## config.mk

```make
export PLATFORM = sky130hd
export DESIGN_NAME = ssr_slave
export DESIGN_NICKNAME = d
export VERILOG_FILES = /design/src/logic/ssr_fifo.v /design/src/logic/ssr_slave.v
export VERILOG_INCLUDE_DIRS = /design/src /design/src/logic
export SDC_FILE = /design/constraint.sdc
export NUM_CORES = 1
export LEC_CHECK = 0
export ABC_AREA = 1
export BUFFER_PORTS_ARGS = -buffer_cell sky130_fd_sc_hd__buf_2
export CAP_MARGIN = 0
export CORE_MARGIN = 4
export CORE_UTILIZATION = 23
export DETAILED_ROUTE_END_ITERATION = 12
export PLACE_DENSITY_LB_ADDON = 0.05
export SYNTH_ARGS = -nofsm -noshare
export SYNTH_HDL_FRONTEND = slang
export SYNTH_SLANG_ARGS = --single-unit
export TNS_END_PERCENT = 10
```

## constraint.sdc

```tcl
create_clock -name clk_sys -period 2.8 [get_ports clk_sys]
set_input_delay 0.14 -clock clk_sys [delete_from_list [all_inputs] [get_ports clk_sys]]
set_output_delay 0.14 -clock clk_sys [all_outputs]
set_load 0.01 [all_outputs]
```

## src/logic/ssr_consts.vh

```
// Constants for the two-wire serial slave read path
`ifndef SSR_CONSTS_VH
`define SSR_CONSTS_VH
`define SSR_ADDR_FIXED      6'b11_0100
`define SSR_DIR_READ        1'b1
`define SSR_PTR_RESET       8'h00
`define SSR_CLK_HZ          20000000
`define SSR_TIMEOUT_MS      35
`define SSR_TIMEOUT_CYCLES  ((`SSR_CLK_HZ / 1000) * `SSR_TIMEOUT_MS)
`define SSR_BIT_LAST        4'h8
`define SSR_FIFO_DEPTH      4
`endif

```

## src/logic/ssr_fifo.v

```verilog
// Small valid/ready FIFO carrying register bytes toward the shifter
`timescale 1ns/1ns
module ssr_fifo #(
  parameter WIDTH = 8,
  parameter DEPTH = 4,
  parameter AW    = 2
) (
  // Clock and reset
  input  wire             clk_sys,
  input  wire             reset_n,
  input  wire             flush,
  // Fill side
  input  wire [WIDTH-1:0] in_data,
  input  wire             in_valid,
  output wire             in_ready,
  // Drain side
  output wire [WIDTH-1:0] out_data,
  output wire             out_valid,
  input  wire             out_ready
);
  reg [WIDTH-1:0] mem [0:DEPTH-1];
  reg [AW-1:0]    wr_q;
  reg [AW-1:0]    rd_q;
  reg [AW:0]      cnt_q;
  wire            push;
  wire            pop;
  localparam [AW:0] FULL = DEPTH;

  assign in_ready  = (cnt_q != FULL);
  assign out_valid = (cnt_q != {(AW+1){1'b0}});
  assign out_data  = mem[rd_q];
  assign push      = in_valid && in_ready;
  assign pop       = out_valid && out_ready;

  always @(posedge clk_sys)
  begin
    if (push)
      mem[wr_q] <= in_data;
    if (!reset_n || flush)
    begin
      wr_q  <= {AW{1'b0}};
      rd_q  <= {AW{1'b0}};
      cnt_q <= {(AW+1){1'b0}};
    end
    else
    begin
      if (push)
        wr_q <= wr_q + 1'b1;
      if (pop)
        rd_q <= rd_q + 1'b1;
      if (push && !pop)
        cnt_q <= cnt_q + 1'b1;
      else if (pop && !push)
        cnt_q <= cnt_q - 1'b1;
    end
  end
endmodule // ssr_fifo

```

## src/logic/ssr_slave.v

```verilog
// Two-wire serial slave: address match, pointer load, streamed reads
`timescale 1ns/1ns
`include "ssr_consts.vh"
// Functional notes
// - Direction bit one means read transfer
// - Low address bit must match select pin
// - Acknowledge matching address in ninth clock
// - Read data starts at register pointer
// - Pointer persists between transfers
// - Keep sending while master acknowledges
// - Address is 110100 plus select pin
// - Write: first byte loads pointer, rest stored
// - On not-acknowledge release data line high
// - Clock low 35 ms resets interface
module ssr_slave #(
  parameter TIMEOUT_CYCLES = `SSR_TIMEOUT_CYCLES
) (
  // Clock and reset
  input  wire       clk_sys,
  input  wire       reset_n,
  // Serial pins
  input  wire       scl_in,
  input  wire       sda_in,
  output reg        sda_out,
  output reg        sda_oe,
  input  wire       address_select_pin,
  // Register file port
  output reg  [7:0] reg_addr,
  input  wire [7:0] reg_rdata,
  output reg  [7:0] reg_wdata,
  output reg        reg_we
);
  localparam ST_IDLE  = 3'd0;
  localparam ST_ADDR  = 3'd1;
  localparam ST_AACK  = 3'd2;
  localparam ST_WRX   = 3'd3;
  localparam ST_WACK  = 3'd4;
  localparam ST_RTX   = 3'd5;
  localparam ST_RACK  = 3'd6;

  reg  [2:0]  scl_s_q;
  reg  [2:0]  sda_s_q;
  reg  [2:0]  sel_s_q;
  reg         scl_q;
  reg         sda_q;
  reg         sel_q;
  reg  [2:0]  st_q;
  reg  [3:0]  bit_q;
  reg  [7:0]  sh_q;
  reg  [7:0]  ptr_q;
  reg  [7:0]  fetch_q;
  reg         first_q;
  reg         is_read_q;
  reg  [31:0] low_cnt_q;
  reg         drive_low_q;
  wire        scl_rise;
  wire        scl_fall;
  wire        start_c;
  wire        stop_c;
  wire        tmo;
  wire [7:0]  f_data;
  wire        f_valid;
  wire        f_in_ready;
  reg         f_pop;
  reg         f_push;

  // Line counts only once second and third stages agree
  always @(posedge clk_sys)
  begin
    if (!reset_n)
    begin
      scl_s_q <= 3'b111;
      sda_s_q <= 3'b111;
      scl_q   <= 1'b1;
      sda_q   <= 1'b1;
      sel_s_q <= 3'b000;
      sel_q   <= 1'b0;
    end
    else
    begin
      scl_s_q <= {scl_s_q[1:0], scl_in};
      sda_s_q <= {sda_s_q[1:0], sda_in};
      if (scl_s_q[1] == scl_s_q[2])
        scl_q <= scl_s_q[2];
      if (sda_s_q[1] == sda_s_q[2])
        sda_q <= sda_s_q[2];
      sel_s_q <= {sel_s_q[1:0], address_select_pin};
      if (sel_s_q[1] == sel_s_q[2])
        sel_q <= sel_s_q[2];
    end
  end

  assign scl_rise = scl_s_q[1] && scl_s_q[2] && !scl_q;
  assign scl_fall = !scl_s_q[1] && !scl_s_q[2] && scl_q;
  assign start_c  = scl_q && sda_q && !sda_s_q[1] && !sda_s_q[2];
  assign stop_c   = scl_q && !sda_q && sda_s_q[1] && sda_s_q[2];
  assign tmo      = (low_cnt_q >= TIMEOUT_CYCLES - 1);

  // Prefetch buffer decouples register reads from the shift timing
  ssr_fifo #(
    .WIDTH (8),
    .DEPTH (`SSR_FIFO_DEPTH),
    .AW    (2)
  ) i_ssr_fifo (
    .clk_sys   (clk_sys),
    .reset_n   (reset_n),
    .flush     (start_c || stop_c || tmo || !is_read_q),
    .in_data   (reg_rdata),
    .in_valid  (f_push),
    .in_ready  (f_in_ready),
    .out_data  (f_data),
    .out_valid (f_valid),
    .out_ready (f_pop)
  );

  always @*
  begin
    f_push = is_read_q && f_in_ready && (st_q != ST_IDLE) && !start_c && !stop_c;
    f_pop  = (st_q == ST_AACK || st_q == ST_RACK) && scl_fall && f_valid;
  end

  always @(posedge clk_sys)
  begin
    if (!reset_n || scl_q)
      low_cnt_q <= 32'h0000_0000;
    else if (!tmo)
      low_cnt_q <= low_cnt_q + 32'h0000_0001;
  end

  always @(posedge clk_sys)
  begin
    if (!reset_n)
    begin
      st_q        <= ST_IDLE;
      bit_q       <= 4'h0;
      sh_q        <= 8'h00;
      ptr_q       <= `SSR_PTR_RESET;
      fetch_q     <= `SSR_PTR_RESET;
      first_q     <= 1'b0;
      is_read_q   <= 1'b0;
      drive_low_q <= 1'b0;
      sda_out     <= 1'b0;
      sda_oe      <= 1'b0;
      reg_addr    <= `SSR_PTR_RESET;
      reg_wdata   <= 8'h00;
      reg_we      <= 1'b0;
    end
    else
    begin
      reg_we   <= 1'b0;
      sda_out  <= 1'b0;
      sda_oe   <= drive_low_q;
      // Address runs one ahead of each push so every byte is fetched once
      reg_addr <= is_read_q ? (f_push ? fetch_q + 8'h01 : fetch_q) : ptr_q;
      if (f_push)
        fetch_q <= fetch_q + 8'h01;
      if (tmo || stop_c)
      begin
        st_q        <= ST_IDLE;
        is_read_q   <= 1'b0;
        drive_low_q <= 1'b0;
        sda_oe      <= 1'b0;
      end
      else if (start_c)
      begin
        st_q        <= ST_ADDR;
        bit_q       <= 4'h0;
        is_read_q   <= 1'b0;
        drive_low_q <= 1'b0;
        sda_oe      <= 1'b0;
      end
      else
      begin
        case (st_q)
          ST_ADDR, ST_WRX:
          begin
            if (scl_rise)
            begin
              sh_q  <= {sh_q[6:0], sda_q};
              bit_q <= bit_q + 4'h1;
            end
            if (scl_fall && bit_q == `SSR_BIT_LAST)
            begin
              bit_q <= 4'h0;
              if (st_q == ST_WRX)
              begin
                drive_low_q <= 1'b1;
                st_q        <= ST_WACK;
                if (first_q)
                begin
                  ptr_q   <= sh_q;
                  first_q <= 1'b0;
                end
                else
                begin
                  reg_wdata <= sh_q;
                  reg_we    <= 1'b1;
                  ptr_q     <= ptr_q + 8'h01;
                end
              end
              else if (sh_q[7:2] == `SSR_ADDR_FIXED
                       && sh_q[1] == sel_q)
              begin
                drive_low_q <= 1'b1;
                st_q        <= ST_AACK;
                first_q     <= 1'b1;
                is_read_q   <= (sh_q[0] == `SSR_DIR_READ);
                fetch_q     <= ptr_q;
              end
              else
                st_q <= ST_IDLE;
            end
          end
          ST_WACK:
          begin
            if (scl_fall)
            begin
              drive_low_q <= 1'b0;
              st_q        <= ST_WRX;
            end
          end
          ST_AACK, ST_RACK:
          begin
            if (scl_fall && st_q == ST_RACK && sda_q)
            begin
              drive_low_q <= 1'b0;
              st_q        <= ST_IDLE;
            end
            else if (scl_fall && !is_read_q)
            begin
              drive_low_q <= 1'b0;
              st_q        <= ST_WRX;
            end
            else if (scl_fall)
            begin
              // Empty buffer sends ones rather than stalling the master clock
              sh_q        <= f_valid ? {f_data[6:0], 1'b1} : 8'hFF;
              drive_low_q <= f_valid ? !f_data[7] : 1'b0;
              ptr_q       <= ptr_q + 8'h01;
              bit_q       <= 4'h1;
              st_q        <= ST_RTX;
            end
          end
          ST_RTX:
          begin
            if (scl_fall)
            begin
              if (bit_q == `SSR_BIT_LAST)
              begin
                drive_low_q <= 1'b0;
                st_q        <= ST_RACK;
              end
              else
              begin
                drive_low_q <= !sh_q[7];
                sh_q        <= {sh_q[6:0], 1'b1};
                bit_q       <= bit_q + 4'h1;
              end
            end
          end
          default:
            st_q <= ST_IDLE;
        endcase
      end
    end
  end
endmodule // ssr_slave

```

==> impl_metrics.toml, run 1 <==
[run_status]
status = "completed"

[cells_and_area]
antenna_cells = 0
final_cell_mix = "nand2_1, nor2_1, inv_1, dfxtp_1, a21oi_1"
final_area_mm2 = 0.00814
layout-drive-gt1-share_pct = 10.3
nets = 1014
final_common_cell = "nand2_1"
area_delta_synth_final_pct = 20.5

[timing]
fmax_mhz = 415
slew_violations = 0
fin_setup_tns_ps = 0
tightest_slew_ps = 683
maxSlewHeadroom_pct = 54.4
rsz0062_at_grt = "no"
hold_viol_final = 0
min_period_over_period_pct = 86.0
finClkSkew_ps = 14.9
period_minus_slack_ps = 2410
setup_viol = 0

[yosys]
netlist_area_mm2 = 0.00676
yosys.area.top_type = "dfxtp_1"
synthCells = 938
yosysWarnings = 0
synthesis.nets = 964
ys_seq_area_share_pct = 45.3
synth_top_area_share_pct = 31.1
synth.top_cells.by_area = "dfxtp_1, edfxtp_1, nand2_1, nor2_1, inv_1"
yosysUniqueCellTypes = 45
syn_area_per_cell_um2 = 7.21
synth.ff_latch_count = 137

[detailed_routing]
wl_met1_um = 10400
via_count = 5697
wl_met2_um = 8290
finalWirelength_um = 19400
drt-initial-drc-count = 288
top_layer = "met4"
wl_met3_um = 486
ant_nets = 0
drt_pre_antenna_iters = 4
drc = 0
routedWlPerCell_um = 14.0
vias_per_cell = 4.11

[placement]
hpwl_um = 13700
port_buffers = 30
place_area_mm2 = 0.00738
gp_congestion = 0.777

[clocking]
cts-buffers-inserted = 17
clk_pin_slew_ps = 60
h-tree-depth = 4
cts_setup_buffers = 0
clock_latency_ps = 430
cts_sinks = 137
root_buffer = "clkbuf_16"
holdBufCountCts = 11
cts_tree = "built"
ctsResizeCount = 0
clockBufferDepth = 2

[pwr]
clkPwrFrac_pct = 54.1
ir_drop_v = 0.000290
p_comb_share_pct = 1.8
switchingPower_uw = 973
leakagePower_uw = 0.00362
internal_power_uw = 3640
power.share.switching_pct = 21.1
p_seq_share_pct = 44.1
powerDensity_mw_per_mm2 = 567

[worst_hold_path]
min_from = "reset_n"
hold_path_depth = 3
hold_end = "bit_q[3]"
min-delay-path-class = "input pin to register"

[global_routing]
grt_pass1_vias = 5668
antenna_found_initial = 0
grt_pass1_wl_um = 31400
grt-ovfl-total = 0
grtUsageTotal_pct = 12.2
grt_max_degree = 28

[floorplan]
die-area_mm2 = 0.0322
initial_core_util_pct = 23.4
rows = 62
ios = 32
die_width_um = 179
die_h_um = 179
coreArea_mm2 = 0.0289

[worst_setup_path]
rr_worst_depth = 14
critPathMaxStageDelay_ps = 430
r2r-end = "i_ssr_fifo.cnt_q[2]"
path_cells = "inv_1 -> ha_1 -> nand2_1 -> inv_1 -> nand2_1 -> nor2_1 -> inv_1 -> ha_1 -> inv_1 -> fa_1 -> a21oi_1 -> o21ai_0 -> xor2_1 -> nor3_1"
critPathKind = "register to register"
cp.required_ps = 3140
crit_top_cell = "inv_1"
path_max_fanout = 7
reg2reg_slack_ps = 390
critPathTopFamily = "adder cells"
crit_buf_inv = 4
cpMaxStageDelayCell = "fa_1"
cp-end-kind = "register"
rr_startpoint = "scl_s_q[1]"
arrival_ps = 2750
worstSetupStartpointType = "register"

[job]
maxCapViolations = 0
-- power groups by stage --
stage               clock network [uW]  logic [uW]  registers [uW]
detailed placement                   0        73.6            2080
global placement                     0        73.7            2080
floorplan                            0        40.6            2080
global route                      2670        94.9            2040
CTS                               2580        85.4            2040
finish                            2500        82.5            2040
-- cell families after synthesis --
| group | after synthesis | share of synthesized area [%] |
|---|---|---|
| other cells | 1 | 0.0555 |
| compound gates | 109 | 9.02 |
| fa+ha+maj | 13 | 2.52 |
| simple gates | 489 | 30.3 |
| xor+xnor | 23 | 2.98 |
| flops | 137 | 45.3 |
| buf+inv | 166 | 9.81 |
-- how the worst max path moves through the flow --
stage                from                   to  slack (ps)  cells past startpoint
2_1_floorplan     st_q[2]  i_ssr_fifo.cnt_q[2]         540                     13
3_3_place_gp   scl_s_q[1]  i_ssr_fifo.cnt_q[2]         420                     14
3_5_place_dp   scl_s_q[1]  i_ssr_fifo.cnt_q[2]         390                     14
4_1_cts        scl_s_q[1]  i_ssr_fifo.cnt_q[2]         370                     14
5_1_grt        scl_s_q[1]  i_ssr_fifo.cnt_q[2]         190                     14
6_report       scl_s_q[1]  i_ssr_fifo.cnt_q[2]         390                     14
-- Yosys cell counts, drive strengths merged --
cell type / number
o21ai: 43
xnor2: 4
xor2: 19
or2: 5
buf: 13
and3: 1
a31oi: 2
a2bb2oi: 1
o211ai: 5
clkbuf: 15
o2111ai: 1
a21oi: 41
nor3b: 1
nand4: 22
nand3: 29
inv: 137
nor2: 190
dfxtp: 105
a21o: 1
conb: 1
nand3b: 2
edfxtp: 32
nor3: 20
fa: 1
nor4: 1
o31ai: 6
clkinv: 1
nand2b: 1
nand2: 217
a22oi: 1
o22ai: 7
ha: 12
a32o: 1
-- metal layers --
layer  vias up  track usage (%)
li1       3056                -
met1      2580             17.6
met2        50             18.5
met3        11             2.53
met4         0             3.47
met5         -                0
-- flip-flops by register name, summed over array words and instances (netlist names), 4 cells and up, named ones only --
| name | cells |
|---|---|
| bit_q | 4 |
| fetch_q | 8 |
| i_ssr_fifo.mem | 32 |
| low_cnt_q | 32 |
| ptr_q | 8 |
| reg_addr | 8 |
| reg_wdata | 8 |
| sh_q | 8 |
-- worst min-delay path: stages --
cell     delay (ps)
buf_2           270
nand2_1         140
nor2_1           30
-- cell type report --
class / instances / area [um^2]
Fill cell: 3220 / 20700
Clock inverter: 9 / 131
Timing Repair Buffer: 59 / 395
Clock buffer: 23 / 520
Tap cell: 384 / 480
Inverter: 138 / 518
Sequential cell: 137 / 3060
Multi-Input combinational cell: 635 / 3030
-- per-stage QoR --
stage / utilization [%] / total power (uW) / setup slack, ps / hold WS [ps] / instances
2_1_floorplan: - / 2120 / 545 / 238 / 938
3_3_place_gp: 25.6 / 2150 / 423 / 327 / 1342
3_5_place_dp: 25.6 / 2150 / 389 / 332 / 1342
4_1_cts: 28.2 / 4710 / 373 / 203 / 1385
5_1_grt: 28.2 / 4800 / 194 / 229 / 1385
6_report: 28.2 / 4620 / 392 / 201 / 1385
Power figures use the tool's default switching activity.
==> inputs of run 2 (changes only) <==
CAP_MARGIN = default   (was 0)
RECOVER_POWER = 25   (was default)
==> run 2 against run 1 <==
Effect of this change:
- the flow now finishes with violations (capacitance limit, slew limit)
- critical path depth did not move
- utilization fell by 0.078 points
- clock skew barely moved
- sequential share of layout area rose by 0.10 points
- flip-flop and latch count did not move
- clock power barely moved
- cell area fell by 0.28%
- die area did not move
- total power barely moved
- largest power group unchanged
==> impl_metrics.toml, run 2 (synthesis gave the netlist of run 1 again) <==
[run_status]
status = "complete, but fails checks"
violations = "capacitance limit, slew limit"

[clocking]
cts_sinks = 137
holdBufCountCts = 11
cts_setup_buffers = 0
cts-buffers-inserted = 17
ctsResizeCount = 0
clk_pin_slew_ps = 70
cts_tree = "built"
clockBufferDepth = 2
h-tree-depth = 4
clock_latency_ps = 430
root_buffer = "clkbuf_16"

[timing]
maxSlewHeadroom_pct = -1.35
fmax_mhz = 415
tightest_slew_ps = 1520
period_minus_slack_ps = 2410
finalWorstSetupSlack_ps = 393
fin_setup_tns_ps = 0
slew_violations = 28
finClkSkew_ps = 14.8
rsz0062_at_grt = "no"
hold_viol_final = 0
setup_viol = 0
min_period_over_period_pct = 86.0
fin_worst_hold_slack_ps = 416

[detailed_routing]
via_count = 5703
drc = 0
routedWlPerCell_um = 14.0
drt-initial-drc-count = 290
drt_pre_antenna_iters = 4
ant_nets = 0
finalWirelength_um = 19400
vias_per_cell = 4.12

[worst_hold_path]
min-delay-path-class = "register to register"
min_from = "sda_s_q[0]"

[worst_setup_path]
worstSetupStartpointType = "register"
path_max_fanout = 7
critPathKind = "register to register"
path_cells = "inv_1 -> ha_1 -> nand2_1 -> inv_1 -> nand2_1 -> nor2_1 -> inv_1 -> ha_1 -> inv_1 -> fa_1 -> a21oi_1 -> o21ai_0 -> xor2_1 -> nor3_1"
critPathMaxStageDelay_ps = 430
arrival_ps = 2750
cp.required_ps = 3140
cpMaxStageDelayCell = "fa_1"
crit_top_cell = "inv_1"
rr_startpoint = "scl_s_q[1]"
critPathLaunch = "scl_s_q[1]"
cp-end-kind = "register"

[cells_and_area]
antenna_cells = 0
layout-drive-gt1-share_pct = 8.89
final_area_mm2 = 0.00812
final_common_cell = "nand2_1"
area_delta_synth_final_pct = 20.1
reg.largest.list = "i_ssr_fifo.mem (32), low_cnt_q (32)"
final_cell_mix = "nand2_1, nor2_1, inv_1, dfxtp_1, a21oi_1"
nets = 1014

[pwr]
powerDensity_mw_per_mm2 = 568
ir_drop_v = 0.000289
power.total_uw = 4610
clkPwrFrac_pct = 54.1
p_seq_share_pct = 44.1
power.share.switching_pct = 21.1
leakagePower_uw = 0.00357
internal_power_uw = 3640
switchingPower_uw = 974
p_comb_share_pct = 1.7

[floorplan]
ios = 32
die-area_mm2 = 0.0322
coreArea_mm2 = 0.0289
rows = 62
die_width_um = 179
die_h_um = 179
initial_core_util_pct = 23.4

[global_routing]
grt_pass1_vias = 5668
antenna_found_initial = 0
grt_max_degree = 28
grt_pass1_wl_um = 31400
grt-ovfl-total = 0
grtUsageTotal_pct = 12.2

[placement]
dp_worst_setup_slack_ps = 389
hpwl_um = 13700
place_area_mm2 = 0.00738
port_buffers = 30
gp_congestion = 0.777

[job]
maxCapViolations = 1
-- run 2: final timing paths --
path	endpoint	slack (ps)	cells past startpoint
setup reg to reg	i_ssr_fifo.cnt_q[2]	390	14
hold reg to reg	sda_s_q[1]	420	1
hold / removal	sda_s_q[1]	420	1
setup / recovery	i_ssr_fifo.cnt_q[2]	390	14
-- run 2: power by group through the flow --
stage / Sequential (uW) / Clock [uW] / Combinational [uW]
floorplan: 2080 / 0 / 40.6
global placement: 2080 / 0 / 73.7
detailed placement: 2080 / 0 / 73.6
CTS: 2040 / 2580 / 85.4
global route: 2040 / 2670 / 92.3
finish: 2040 / 2500 / 79.8
-- run 2: final cells by class --
type / count / area [um^2]
Clock buffer: 23 / 520
Sequential cell: 137 / 3060
Timing Repair Buffer: 59 / 373
Fill cell: 3225 / 20700
Clock inverter: 9 / 131
Tap cell: 384 / 480
Multi-Input combinational cell: 635 / 3030
Inverter: 138 / 518
-- run 2: routing by layer --
metal,global-route usage (%),vias up,wire length (um),share of wire (%)
met1,17.6,2581,10400,54
met5,0,-,0,0
met4,3.47,0,210,1.1
li1,-,3057,-,-
met2,18.5,54,8280,43
met3,2.53,11,494,2.5
-- run 2: through the flow --
step	util, %	std cells
6_report	28.1	1385
5_1_grt	28.1	1385
4_1_cts	28.2	1385
3_5_place_dp	25.6	1342
3_3_place_gp	25.6	1342
2_1_floorplan	-	938
-- run 2: worst max-delay path: cells and delay by family (launching register included) --
family	cells	cell delay, ps
buffers and inverters	4	290
AOI/OAI and AO/OA	2	240
DFF	1	340
adders and majority gates	3	760
xor gates and xnor gates	1	150
and+or+nand+nor	4	560
